[src/inc/rc_cfg.svh]
/*
 Offsets, field positions, reset values and times of the remote control pin block.
 Assumes a 250 MHz clock; all times are counted in millisecond ticks.
*/
`ifndef RC_CFG_SVH
`define RC_CFG_SVH
// ============================================================
// Timing
`define RC_CLK_NS        4
`define RC_MS_NS         1000000
`define RC_RESEND_MS     140
`define RC_RU_HOLD_MS    760
`define RC_ACK_DEF_MS    20
`define RC_FACTORY_MS    5000
`define RC_LED_PER_MS    1000
`define RC_LED_IDLE_MS   20
`define RC_LED_RU_MS     200
`define RC_LED_IU_MS     600
// ============================================================
// Register offsets
`define RC_CTRL_OFS      8'h00
`define RC_RXPKT_OFS     8'h04
`define RC_ACKPKT_OFS    8'h08
`define RC_STATUS_OFS    8'h0c
`define RC_TXINFO_OFS    8'h10
`define RC_SERIAL_OFS    8'h14
// ============================================================
// Fields and reset values
`define RC_CTRL_RX       0
`define RC_CTRL_TX       1
`define RC_ST_JOIN       12
`define RC_ST_FACTORY    13
`define RC_ST_REPLY      14
`define RC_ST_TXPEND     15
`define RC_CTRL_RST      2'h0
`define RC_SERIAL_RST    1'h1
`endif

[src/inc/rc_pkg.sv]
/*
 Types of the remote control pin block: bus carriers and role codes.
 Assumes the AXI4-Lite master needs no protection bits.
*/
package rc_pkg;
	typedef struct packed {
		logic       awvalid;
		logic [7:0] awaddr;
		logic       wvalid;
		logic [31:0] wdata;
		logic [3:0] wstrb;
		logic       bready;
		logic       arvalid;
		logic [7:0] araddr;
		logic       rready;
	} axil_req_t;
	typedef struct packed {
		logic        awready;
		logic        wready;
		logic        bvalid;
		logic [1:0]  bresp;
		logic        arready;
		logic        rvalid;
		logic [31:0] rdata;
		logic [1:0]  rresp;
	} axil_rsp_t;
	typedef enum logic [1:0] {
		ROLE_IDLE  = 2'b00,
		ROLE_RU    = 2'b01,
		ROLE_IU    = 2'b10,
		ROLE_SLEEP = 2'b11
	} role_t;
endpackage

[src/design/remote_control_pin_interface.sv]
/*
 Pin-side logic of a remote control transceiver: status lines, straps,
 amplifier enables, indicator, acknowledgement flag, register slave.
 Assumes the radio core reports packets and radio state over AXI4-Lite.
*/
// Added by the designer: the register offsets and the AXI4-Lite register port.
// What this block does
// - Strap low makes lines 0-3 outputs
// - Strap high makes lines 4-7 inputs
// - Sleep input low stops all but the register slave and serial reply line
// - Toggle mode: activation inverts output
// - Momentary mode: output follows received packets
// - Reset pin low resets the block
// - Receive amp enable during reception
// - Transmit amp enable during transmission
// - Reply only when reply permit high
// - Pairing button high starts join
// - Long button hold asks factory restore
// - Indicator flash length shows role
// - Raise flag when confirm arrives
// - Serial reply and command lines
// - Resend captured inputs every 140 ms
// - Flag held 20 ms unless told
// - Toggle only when bit rises
// - Responding role ends after 760 ms
`timescale 1ns/1ns
`include "rc_cfg.svh"
module remote_control_pin_interface
	import rc_pkg::*;
#(
	parameter int MS_CYCLES = `RC_MS_NS / `RC_CLK_NS,
	parameter int FACTORY_MS = `RC_FACTORY_MS
)(
	// Clock and reset
	input  wire logic       ref_clk,
	input  wire logic       rst,
	// Register bus
	input  wire axil_req_t  bus_req,
	output axil_rsp_t       bus_rsp,
	// Status lines
	input  wire logic [7:0] remote_state_lines_in,
	output logic [7:0]      remote_state_lines_out,
	output logic [7:0]      remote_state_lines_oe,
	// Straps and control pins
	input  wire logic       low_group_direction,
	input  wire logic       high_group_direction,
	input  wire logic       sleep_request_n,
	input  wire logic       toggle_output_select,
	input  wire logic       reset_n,
	input  wire logic       confirm_reply_permit,
	input  wire logic       pairing_button,
	input  wire logic       serial_command_line,
	// Indicator and amplifier pins
	output logic            receive_amp_on,
	output logic            transmit_amp_on,
	output logic            activity_led,
	output logic            confirm_seen_flag,
	output logic            serial_reply_line
);
	// ============================================================
	// Input synchronisers
	logic [15:0] sync1_reg;
	logic [15:0] sync2_reg;
	always_ff @(posedge ref_clk)
	begin
		if (rst)
		begin
			sync1_reg <= 16'h0000;
			sync2_reg <= 16'h0000;
		end
		else
		begin
			sync1_reg <= {serial_command_line, pairing_button, confirm_reply_permit,
				toggle_output_select, high_group_direction, low_group_direction,
				sleep_request_n, reset_n, remote_state_lines_in};
			sync2_reg <= sync1_reg;
		end
	end
	logic [7:0] lines_s;
	logic       rstn_s, awake, lo_dir, hi_dir, toggle_s, permit_s, pb_s, cmd_s;
	assign {cmd_s, pb_s, permit_s, toggle_s, hi_dir, lo_dir, awake, rstn_s, lines_s}
		= sync2_reg;
	logic int_rst;
	assign int_rst = rst | ~rstn_s;

	// ============================================================
	// Millisecond tick
	logic [17:0] pre_reg;
	logic        tick;
	assign tick = (pre_reg == 18'(MS_CYCLES - 1));
	always_ff @(posedge ref_clk)
	begin
		if (int_rst | tick)
			pre_reg <= 18'h00000;
		else
			pre_reg <= pre_reg + 18'h00001;
	end
	// ============================================================
	// Register slave
	function automatic logic [2:0] reg_idx(input logic [7:0] a);
		reg_idx = a[4:2];
	endfunction
	function automatic logic reg_hit(input logic [7:0] a);
		reg_hit = (a[1:0] == 2'h0) && (a[7:2] <= 6'h05);
	endfunction
	logic [1:0]  ctrl_reg;
	logic        serial_reg;
	logic        bvalid_reg, rvalid_reg;
	logic [1:0]  bresp_reg, rresp_reg;
	logic [31:0] rdata_reg, rdata_next;
	logic        wr_fire, rd_fire;
	logic [2:0]  widx;
	logic [31:0] wd;
	assign wr_fire = bus_req.awvalid & bus_req.wvalid & ~bvalid_reg;
	assign rd_fire = bus_req.arvalid & ~rvalid_reg;
	assign widx = reg_idx(bus_req.awaddr);
	assign wd = bus_req.wdata;
	logic wr_ok;
	assign wr_ok = wr_fire & reg_hit(bus_req.awaddr);
	logic rx_evt, ack_evt, st_wr;
	assign rx_evt = wr_ok & (widx == 3'(`RC_RXPKT_OFS >> 2)) & awake
		& bus_req.wstrb[0];
	assign st_wr = wr_ok & (widx == 3'(`RC_STATUS_OFS >> 2)) & bus_req.wstrb[1];
	always_ff @(posedge ref_clk)
	begin
		if (int_rst)
		begin
			ctrl_reg   <= `RC_CTRL_RST;
			serial_reg <= `RC_SERIAL_RST;
		end
		else if (wr_ok & bus_req.wstrb[0])
		begin
			if (widx == 3'(`RC_CTRL_OFS >> 2))
				ctrl_reg <= wd[1:0];
			if (widx == 3'(`RC_SERIAL_OFS >> 2))
				serial_reg <= wd[0];
		end
	end
	always_ff @(posedge ref_clk)
	begin
		if (int_rst)
		begin
			bvalid_reg <= 1'b0;
			bresp_reg  <= 2'h0;
		end
		else if (wr_fire)
		begin
			bvalid_reg <= 1'b1;
			bresp_reg  <= reg_hit(bus_req.awaddr) ? 2'h0 : 2'h2;
		end
		else if (bus_req.bready)
			bvalid_reg <= 1'b0;
	end
	always_ff @(posedge ref_clk)
	begin
		if (int_rst)
		begin
			rvalid_reg <= 1'b0;
			rresp_reg  <= 2'h0;
			rdata_reg  <= 32'h00000000;
		end
		else if (rd_fire)
		begin
			rvalid_reg <= 1'b1;
			rresp_reg  <= reg_hit(bus_req.araddr) ? 2'h0 : 2'h2;
			rdata_reg  <= rdata_next;
		end
		else if (bus_req.rready)
			rvalid_reg <= 1'b0;
	end
	assign bus_rsp.awready = wr_fire;
	assign bus_rsp.wready  = wr_fire;
	assign bus_rsp.bvalid  = bvalid_reg;
	assign bus_rsp.bresp   = bresp_reg;
	assign bus_rsp.arready = rd_fire;
	assign bus_rsp.rvalid  = rvalid_reg;
	assign bus_rsp.rdata   = rdata_reg;
	assign bus_rsp.rresp   = rresp_reg;
	// ============================================================
	// Transmit side: capture and resend while an input is high
	logic [7:0] in_mask, captured_reg;
	logic [7:0] tx_ms_reg;
	logic [1:0] final_reg;
	logic       any_high, any_prev_reg, iu_role, send;
	assign in_mask = lines_s & {{4{hi_dir}}, {4{lo_dir}}};
	assign any_high = |in_mask;
	assign iu_role = any_high | (final_reg != 2'h0);
	assign send = awake & ((any_high & ~any_prev_reg)
		| (iu_role & tick & (tx_ms_reg == 8'(`RC_RESEND_MS - 1))));
	always_ff @(posedge ref_clk)
	begin
		if (int_rst | ~awake)
		begin
			tx_ms_reg    <= 8'h00;
			final_reg    <= 2'h0;
			any_prev_reg <= 1'b0;
			captured_reg <= 8'h00;
		end
		else
		begin
			any_prev_reg <= any_high;
			if (send)
			begin
				tx_ms_reg    <= 8'h00;
				captured_reg <= in_mask;
			end
			else if (iu_role & tick)
				tx_ms_reg <= tx_ms_reg + 8'h01;
			// Two trailing sends report all lines low
			if (any_high)
				final_reg <= 2'h2;
			else if (send)
				final_reg <= final_reg - 2'h1;
		end
	end
	// ============================================================
	// Receive side: responding role and status outputs
	logic [9:0] ru_ms_reg;
	logic       ru_role_reg;
	logic [7:0] out_reg, last_rx_reg;
	always_ff @(posedge ref_clk)
	begin
		if (int_rst | ~awake)
		begin
			ru_role_reg <= 1'b0;
			ru_ms_reg   <= 10'h000;
		end
		else if (rx_evt)
		begin
			ru_role_reg <= 1'b1;
			ru_ms_reg   <= 10'h000;
		end
		else if (ru_role_reg & tick)
		begin
			if (ru_ms_reg == 10'(`RC_RU_HOLD_MS - 1))
				ru_role_reg <= 1'b0;
			else
				ru_ms_reg <= ru_ms_reg + 10'h001;
		end
	end
	always_ff @(posedge ref_clk)
	begin
		if (int_rst | ~awake)
		begin
			out_reg     <= 8'h00;
			last_rx_reg <= 8'h00;
		end
		else if (rx_evt)
		begin
			last_rx_reg <= wd[7:0];
			if (toggle_s)
				out_reg <= out_reg ^ (wd[7:0] & ~last_rx_reg);
			else
				out_reg <= wd[7:0];
		end
		else if (~ru_role_reg & ~toggle_s)
			out_reg <= 8'h00;
	end
	// Lines float while in reset, so a held reset pin never fights the load
	logic drive_ok;
	assign drive_ok = awake & ~int_rst;
	assign remote_state_lines_oe  = {{4{~hi_dir & drive_ok}}, {4{~lo_dir & drive_ok}}};
	assign remote_state_lines_out = out_reg;
	// ============================================================
	// Acknowledgement, pairing and reply requests
	logic [15:0] ack_ms_reg;
	logic        flag_reg, reply_reg, join_reg, factory_reg, txpend_reg, pb_prev_reg;
	logic [12:0] hold_reg;
	assign ack_evt = wr_ok & (widx == 3'(`RC_ACKPKT_OFS >> 2)) & iu_role
		& bus_req.wstrb[0];
	always_ff @(posedge ref_clk)
	begin
		if (int_rst | ~awake)
		begin
			ack_ms_reg <= 16'h0000;
			flag_reg   <= 1'b0;
		end
		else if (ack_evt)
		begin
			ack_ms_reg <= (wd[15:0] == 16'h0000) ? 16'(`RC_ACK_DEF_MS) : wd[15:0];
			flag_reg   <= 1'b1;
		end
		else if (tick & flag_reg)
		begin
			ack_ms_reg <= ack_ms_reg - 16'h0001;
			if (ack_ms_reg == 16'h0001)
				flag_reg <= 1'b0;
		end
	end
	// Hardware sets win over software clears in the same cycle
	always_ff @(posedge ref_clk)
	begin
		if (int_rst | ~awake)
		begin
			reply_reg   <= 1'b0;
			join_reg    <= 1'b0;
			factory_reg <= 1'b0;
			txpend_reg  <= 1'b0;
			pb_prev_reg <= 1'b0;
			hold_reg    <= 13'h0000;
		end
		else
		begin
			pb_prev_reg <= pb_s;
			if (rx_evt & permit_s)
				reply_reg <= 1'b1;
			else if (st_wr & wd[`RC_ST_REPLY])
				reply_reg <= 1'b0;
			if (pb_s & ~pb_prev_reg)
				join_reg <= 1'b1;
			else if (st_wr & wd[`RC_ST_JOIN])
				join_reg <= 1'b0;
			// Holding the button is taken as the restore sequence
			if (~pb_s)
				hold_reg <= 13'h0000;
			else if (tick & (hold_reg != 13'(FACTORY_MS)))
				hold_reg <= hold_reg + 13'h0001;
			if (pb_s & tick & (hold_reg == 13'(FACTORY_MS - 1)))
				factory_reg <= 1'b1;
			else if (st_wr & wd[`RC_ST_FACTORY])
				factory_reg <= 1'b0;
			if (send)
				txpend_reg <= 1'b1;
			else if (st_wr & wd[`RC_ST_TXPEND])
				txpend_reg <= 1'b0;
		end
	end
	// ============================================================
	// Role, indicator and pin drivers
	role_t      role;
	logic [9:0] led_ms_reg, lit_ms;
	always_comb
	begin
		if (~awake)
			role = ROLE_SLEEP;
		else if (iu_role)
			role = ROLE_IU;
		else if (ru_role_reg)
			role = ROLE_RU;
		else
			role = ROLE_IDLE;
		unique case (role)
			ROLE_SLEEP: lit_ms = 10'h000;
			ROLE_IU:    lit_ms = 10'(`RC_LED_IU_MS);
			ROLE_RU:    lit_ms = 10'(`RC_LED_RU_MS);
			ROLE_IDLE:  lit_ms = 10'(`RC_LED_IDLE_MS);
		endcase
	end
	always_ff @(posedge ref_clk)
	begin
		if (int_rst | ~awake)
			led_ms_reg <= 10'h000;
		else if (tick)
			led_ms_reg <= (led_ms_reg == 10'(`RC_LED_PER_MS - 1)) ? 10'h000
				: led_ms_reg + 10'h001;
	end
	always_ff @(posedge ref_clk)
	begin
		if (int_rst)
		begin
			activity_led      <= 1'b0;
			receive_amp_on    <= 1'b0;
			transmit_amp_on   <= 1'b0;
			confirm_seen_flag <= 1'b0;
			serial_reply_line <= 1'b1;
		end
		else
		begin
			activity_led      <= led_ms_reg < lit_ms;
			receive_amp_on    <= awake & ctrl_reg[`RC_CTRL_RX];
			transmit_amp_on   <= awake & ctrl_reg[`RC_CTRL_TX];
			confirm_seen_flag <= flag_reg;
			serial_reply_line <= serial_reg;
		end
	end
	always_comb
	begin
		rdata_next = 32'h00000000;
		unique case (reg_idx(bus_req.araddr))
			3'(`RC_CTRL_OFS >> 2):   rdata_next[1:0] = ctrl_reg;
			3'(`RC_STATUS_OFS >> 2): rdata_next[17:0] = {role, txpend_reg, reply_reg,
				factory_reg, join_reg, permit_s, toggle_s, hi_dir, lo_dir, lines_s};
			3'(`RC_TXINFO_OFS >> 2): rdata_next[7:0] = captured_reg;
			3'(`RC_SERIAL_OFS >> 2): rdata_next[1:0] = {cmd_s, serial_reg};
			default:                 rdata_next = 32'h00000000;
		endcase
		if (~reg_hit(bus_req.araddr))
			rdata_next = 32'h00000000;
	end
endmodule

[config.mk]
export PLATFORM = sky130hd
export DESIGN_NAME = remote_control_pin_interface
export DESIGN_NICKNAME = d
export VERILOG_FILES = /design/src/inc/rc_pkg.sv /design/src/design/remote_control_pin_interface.sv
export VERILOG_INCLUDE_DIRS = /design/src /design/src/inc
export SDC_FILE = /design/constraint.sdc
export NUM_CORES = 1
export LEC_CHECK = 0
export ABC_AREA = 1
export BUFFER_PORTS_ARGS = -buffer_cell sky130_fd_sc_hd__buf_2
export CAP_MARGIN = 10
export CORE_MARGIN = 8
export CORE_UTILIZATION = 50
export CTS_CLUSTER_DIAMETER = 30
export DETAILED_ROUTE_END_ITERATION = 8
export GPL_ROUTABILITY_DRIVEN = 0
export PLACE_DENSITY_LB_ADDON = 0.2
export SYNTH_ARGS = -nofsm -noshare
export SYNTH_HDL_FRONTEND = slang
export SYNTH_SLANG_ARGS = --single-unit
[constraint.sdc]
create_clock -name ref_clk -period 2.4 [get_ports ref_clk]
set_input_delay 0.12 -clock ref_clk [delete_from_list [all_inputs] [get_ports ref_clk]]
set_output_delay 0.12 -clock ref_clk [all_outputs]
set_load 0.01 [all_outputs]
==> results of run 1 <==
[stage by stage]
step / hold slack, ns / setup slack (ns)
floorplan: 0.2270 / 0.1751
global placement: 0.3187 / 0.1517
detailed placement: 0.3261 / 0.1028
CTS: 0.002839 / 0.07189
global route: 0.04010 / 0.007273
finish: 0.01399 / 0.2636
[cell type report]
type / instances / area, um^2 / share of cell area
sequential: 171 / 3426 / 0.3453
tap: 220 / 275.3 / 0.02775
multi-input combinational: 821 / 4115 / 0.4148
timing repair buffer: 134 / 795.8 / 0.08021
clock buffer: 17 / 425.4 / 0.04288
inverter: 177 / 664.4 / 0.06697
clock inverter: 15 / 219.0 / 0.02207
[synth_stat cells (all sizes together), types with 4 or more instances]
master and n:
nand2 240, inv 177, nor2 176, dfxtp 171
a21oi 94, nand3 82, o21ai 71, buf 36
nand4 35, nor3 31, xor2 18, clkbuf 17
ha 17, xnor2 10, a31oi 6, nand3b 5
nor3b 4
[routing by layer]
layer,track usage,up-vias
li1,-,4059
met1,0.2497,3526
met2,0.3295,167
met3,0.04073,20
met4,0.06351,0
met5,0,-
[report_power, final]
part           total (mW)  leakage [nW]  internal (mW)  switching, mW
clock network        2.91         0.308           1.46           1.45
logic               0.264          2.42          0.105          0.160
registers            2.87          1.38           2.86         0.0128
[critical path, stage by stage (launching register included)]
cell and delay, ns:
dfxtp_2 0.36, nand2_1 0.09, nand2_1 0.09, nor2_4 0.14
nand3_4 0.11, o21ai_2 0.17, inv_1 0.10, ha_4 0.25
ha_1 0.26, nand2_1 0.05, nand2_1 0.05, a21oi_1 0.06
o211ai_1 0.15, nand2_1 0.06, nand2_1 0.05, nor2_1 0.03
[timing repair]
action | 4_1_cts | 5_1_grt
endpoints found under the hold margin | 18 | 0
gates resized for setup | 0 | 8
buffers inserted | 0 | 1
endpoints found under the setup margin | 0 | 1
hold buffers | 18 | 0
[final timing paths]
| path | start | end | slack, ns | cells after the start |
|---|---|---|---|---|
| worst min-delay path | bus_req[22] | last_rx_reg[7] | 0.01 | 3 |
| worst min register to register | sync1_reg[10] | sync2_reg[10] | 0.40 | 2 |
| worst max-delay path | sync2_reg[10] | activity_led | 0.26 | 15 |
| worst max register to register | sync2_reg[10] | activity_led | 0.26 | 15 |
[cell families after synthesis]
| logic type | count (synthesis) |
|---|---|
| buf+inv | 230 |
| fa+ha+maj | 17 |
| flops | 171 |
| simple gates | 578 |
| xor+xnor | 28 |
| compound gates | 182 |
| other cells | 1 |
==> run_results.csv, run 1 <==
group,metric,value,unit
run_status,outcome,"complete, no violations",
drt,antenna_left,0,
worst_setup_path,setup.worst_path.end_class,"flip-flop",
global_routing,overflow,0,
die,initial_core_util,0.5109,
global_routing,grt_pass1_wl,35200,um
finish,fillCellCount,1551,
timing,period_share,0.8902,
logic_synthesis,synth_area_leader_cell,"dfxtp_1",
drt,firstDrtPassIters,5,
drt,drcViolationCount,0,
pwr,p_leak,4.114,nW
timing,setup_viol_count_final,0,
drt,vias,7772,
drt,highest_layer,"met4",
timing,finalMaxSlewViolations,0,
clock_network,cts_num_sinks,171,
logic_synthesis,synth_edf_count,0,
clock_network,htreeDepth,4,
logic_synthesis,ys_top_cells_by_area,"dfxtp_1 (41%), nand2_1 (10%), inv_1 (7.4%)",
global_routing,antenna_found_initial,0,
finish,design_area,9921,um^2
logic_synthesis,ys_seq_elements,171,
timing,rsz0062_at_grt,"no",
timing,finalHoldViolations,0,
flow_run,cap_violations,0,
logic_synthesis,ys_seq_area_frac,0.4055,
worst_setup_path,critPathKind,"flip-flop to flip-flop",
pwr,p_total,6.047,mW
logic_synthesis,yosys.area_share.adder,0.02519,
worst_setup_path,arrival,2.48,ns
finish,finalNonFillerCells,1555,
logic_synthesis,async_flop_share,0,
timing,clock_skew,0.01750,ns
global_routing,grt_pass1_vias,7433,
finish,final_util,0.6004,
clock_network,clk_latency,0.45,ns
logic_synthesis,yosys_warnings,0,
place,port_buffers,102,
clock_network,clockBufferDepth,2,
logic_synthesis,yosys-mux-area-fraction,0,
timing,max_slew_margin,0.6231,
die,die_height,145.9,um
finish,area_growth,17.50,%
clock_network,cts_buffers,17,
drt,avgViaCountPerCell,4.998,
drt,wl_met2,9850,um
logic_synthesis,synth_top_area_frac,0.4055,
drt,drtIter0Drc,486,
logic_synthesis,synth_top_family_by_area,"simple AND/OR/NAND/NOR gates",
logic_synthesis,synth_area,8443,um^2
finish,drive_gt1_frac,0.1461,
drt,drt_wl_total,20790,um
clock_network,clkTransAtPathRegs,0.08,ns
timing,tightest_slew,0.5645,ns
finish,final_common_cell,"nand2_1",
pwr,ir_worst_vdd,0.5087,mV
worst_setup_path,start_kind,"flip-flop",
drt,wire_per_inst,13.37,um
finish,layout_common_cells,"nand2_1 (235), dfxtp_1 (169), inv_1 (167)",
logic_synthesis,avgSynthCellArea,6.995,um^2
logic_synthesis,yosysUniqueCellTypes,42,
pwr,power_density,609.5,nW/um^2
logic_synthesis,netlist_instances,1207,
place,post-dp-hpwl,14940,um
clock_network,root_buffer,"clkbuf_16",
die,io_pins,137,
worst_hold_path,hold_path_class,"input port to flip-flop",
timing,setup_tns,0,ns
place,dp.cells,1504,
timing,final.min_clock_period,2.136,ns
logic_synthesis,synthXorXnorAreaFrac,0.02905,
die,die_x,145.9,um
logic_synthesis,synth-compound-area-share,0.1141,
finish,antenna_cells,0,
place,placed_cell_area,9057,um^2
die,fp.coreArea,16520,um^2
die,rows,47,
drt,wl_met3,933,um
drt,m1WireLength,9743,um
global_routing,grt_max_degree,33,
worst_setup_path,crit_required,2.74,ns
finish,finalNetCount,1414,
die,fp.dieArea,21300,um^2
logic_synthesis,synth_top_flop_cell,"dfxtp_1",
timing,max_freq,468.1,MHz
worst_setup_path,crit_path_max_fanout,6,
global_routing,grt_usage,0.1975,
logic_synthesis,yosys.area_share.simple,0.3085,
clock_network,cts_tree,"built",
No activity file was read; power rests on OpenSTA's default activity.
==> run 2: changes to the inputs <==
--- a/constraint.sdc
+++ b/constraint.sdc
@@ -3,2 +3,2 @@
 set_output_delay 0.12 -clock ref_clk [all_outputs]
-set_load 0.01 [all_outputs]
+set_load 0.1 [all_outputs]
==> run_results.csv, run 2 (synthesized netlist as in run 1, its figures left out) <==
group,metric,value,unit
run_status,outcome,"complete, no violations",
worst_setup_path,critPathBufInv,1,
worst_setup_path,setup.worst_path.end_class,"flip-flop",
worst_setup_path,arrival,2.55,ns
die,die_x,145.9,um
timing,clock_skew,0.01259,ns
drt,wl_met3,1048,um
worst_setup_path,start_kind,"flip-flop",
pwr,ir_worst_vdd,0.5258,mV
pwr,p_leak,4.140,nW
finish,design_area,10040,um^2
worst_setup_path,critPathKind,"flip-flop to flip-flop",
clock_network,cts_num_sinks,171,
die,io_pins,137,
timing,max_freq,451.0,MHz
clock_network,root_buffer,"clkbuf_16",
worst_setup_path,reg2regPathDepth,15,
global_routing,grt_pass1_vias,7210,
drt,vias,7734,
clock_network,clockBufferDepth,2,
clock_network,cts_tree,"built",
drt,wl_met2,9921,um
worst_setup_path,crit_chain,"nand2_1 > nand2_1 > nor2_4 > nand3_4 > o21ai_2 > inv_1 > ha_1 > ha_1 > nand2_1 > nand2_1 > a21oi_2 > o211ai_1 > nand2_1 > nand2_1 > nor2_1",
clock_network,clk_latency,0.44,ns
worst_setup_path,cp_slowest_stage_delay,0.36,ns
worst_setup_path,slowest_stage,"dfxtp_2",
place,post-dp-hpwl,14930,um
worst_hold_path,hold_path_class,"input port to flip-flop",
place,placed_cell_area,9185,um^2
worst_setup_path,crit_start,"sync2_reg[11]",
die,fp.coreArea,16520,um^2
finish,final_common_cell,"nand2_1",
drt,firstDrtPassIters,6,
drt,avgViaCountPerCell,4.970,
drt,highest_layer,"met4",
finish,antenna_cells,0,
drt,wire_per_inst,13.32,um
clock_network,cts_buffers,17,
worst_setup_path,worstSetupEndpoint,"activity_led",
pwr,power_density,616.2,nW/um^2
place,port_buffers,102,
timing,rsz0062_at_grt,"no",
worst_hold_path,min-delay-start,"bus_req[22]",
finish,drive_gt1_frac,0.1467,
worst_setup_path,r2r-end,"activity_led",
drt,drtIter0Drc,526,
drt,antenna_left,0,
finish,layout_common_cells,"nand2_1 (235), dfxtp_1 (169), inv_1 (167)",
die,die_height,145.9,um
worst_setup_path,crit_path_max_fanout,6,
finish,finalNetCount,1415,
global_routing,antenna_found_initial,0,
die,fp.dieArea,21300,um^2
drt,drcViolationCount,0,
global_routing,grt_pass1_wl,34580,um
worst_setup_path,crit_family,"simple AND/OR/NAND/NOR gates",
timing,finalMaxSlewViolations,0,
timing,final.min_clock_period,2.217,ns
worst_setup_path,crit_required,2.74,ns
timing,tightest_slew,0.5455,ns
die,initial_core_util,0.5109,
global_routing,grt_max_degree,33,
clock_network,htreeDepth,4,
timing,period_share,0.9238,
finish,fillCellCount,1518,
clock_network,clkTransAtPathRegs,0.08,ns
worst_setup_path,r2r_setup_slack,0.18,ns
finish,final_util,0.6076,
global_routing,grt_usage,0.1942,
timing,finalHoldViolations,0,
drt,drt_wl_total,20730,um
worst_setup_path,rr_startpoint,"sync2_reg[11]",
drt,m1WireLength,9485,um
die,rows,47,
worst_setup_path,cp.depth,15,
timing,max_slew_margin,0.6358,
flow_run,cap_violations,0,
timing,setup_viol_count_final,0,
global_routing,overflow,0,
worst_setup_path,cpMostUsedCell,"nand2_1",
finish,area_growth,18.91,%
-- run 2: cell count changes in the layout (fill, tap and decap cells not counted), moves of 2 or more --
cell,delta
buf_12,+8
clkinv_8,-3
inv_12,+2
buf_2,-8
-- run 2: worst min-delay path: stages --
cell and delay (ns):
buf_2 0.12, o21ai_1 0.07, a21oi_1 0.10
-- run 2: worst min-delay path by stage --
stage | endpoint | slack (ns) | depth (start not counted)
floorplan | sync1_reg[0] | 0.23 | 2
global placement | sync1_reg[5] | 0.32 | 3
detailed placement | sync1_reg[6] | 0.33 | 3
CTS | last_rx_reg[7] | 0.006 | 3
global route | last_rx_reg[7] | 0.04 | 3
finish | last_rx_reg[7] | 0.01 | 3
-- run 2: what timing repair did --
item | in CTS | in global routing
hold buffers | 18 | 0
setup buffers | 0 | 1
gates resized for setup | 0 | 9
endpoints found under the hold margin | 18 | 0
endpoints found under the setup margin | 0 | 1
-- run 2: through the flow --
step | hold slack (ns) | setup WS, ns | cells | setup TNS (ns) | total power, mW
3_5_place_dp | 0.3250 | 0.1197 | 1505 | 0 | 3.307
4_1_cts | 0.005526 | 0.06283 | 1555 | 0 | 6.228
3_3_place_gp | 0.3185 | 0.1450 | 1505 | 0 | 3.304
5_1_grt | 0.03889 | 0.002225 | 1556 | 0 | 6.401
2_1_floorplan | 0.2270 | -0.5393 | 1222 | -3.323 | 3.224
6_report | 0.01079 | 0.1829 | 1556 | 0 | 6.187
-- run 2: cell type report --
| type | count | area [um^2] | area share |
|---|---|---|---|
| clock buffer | 17 | 425.4 | 0.04237 |
| clock inverter | 15 | 214.0 | 0.02131 |
| multi-input combinational | 821 | 4111 | 0.4095 |
| tap | 220 | 275.3 | 0.02742 |
| inverter | 177 | 664.4 | 0.06618 |
| sequential | 171 | 3426 | 0.3412 |
| timing repair buffer | 135 | 923.4 | 0.09197 |
-- run 2: power breakdown --
| group | internal, mW | switching, mW | leakage (nW) |
|---|---|---|---|
| registers | 2.86 | 0.0132 | 1.38 |
| clock network | 1.47 | 1.45 | 0.308 |
| logic | 0.106 | 0.291 | 2.45 |
-- run 2: routing by layer --
metal | up-vias | global-route usage
met3 | 17 | 0.04384
li1 | 4069 | -
met1 | 3486 | 0.2439
met4 | 0 | 0.05570
met2 | 162 | 0.3263
met5 | - | 0
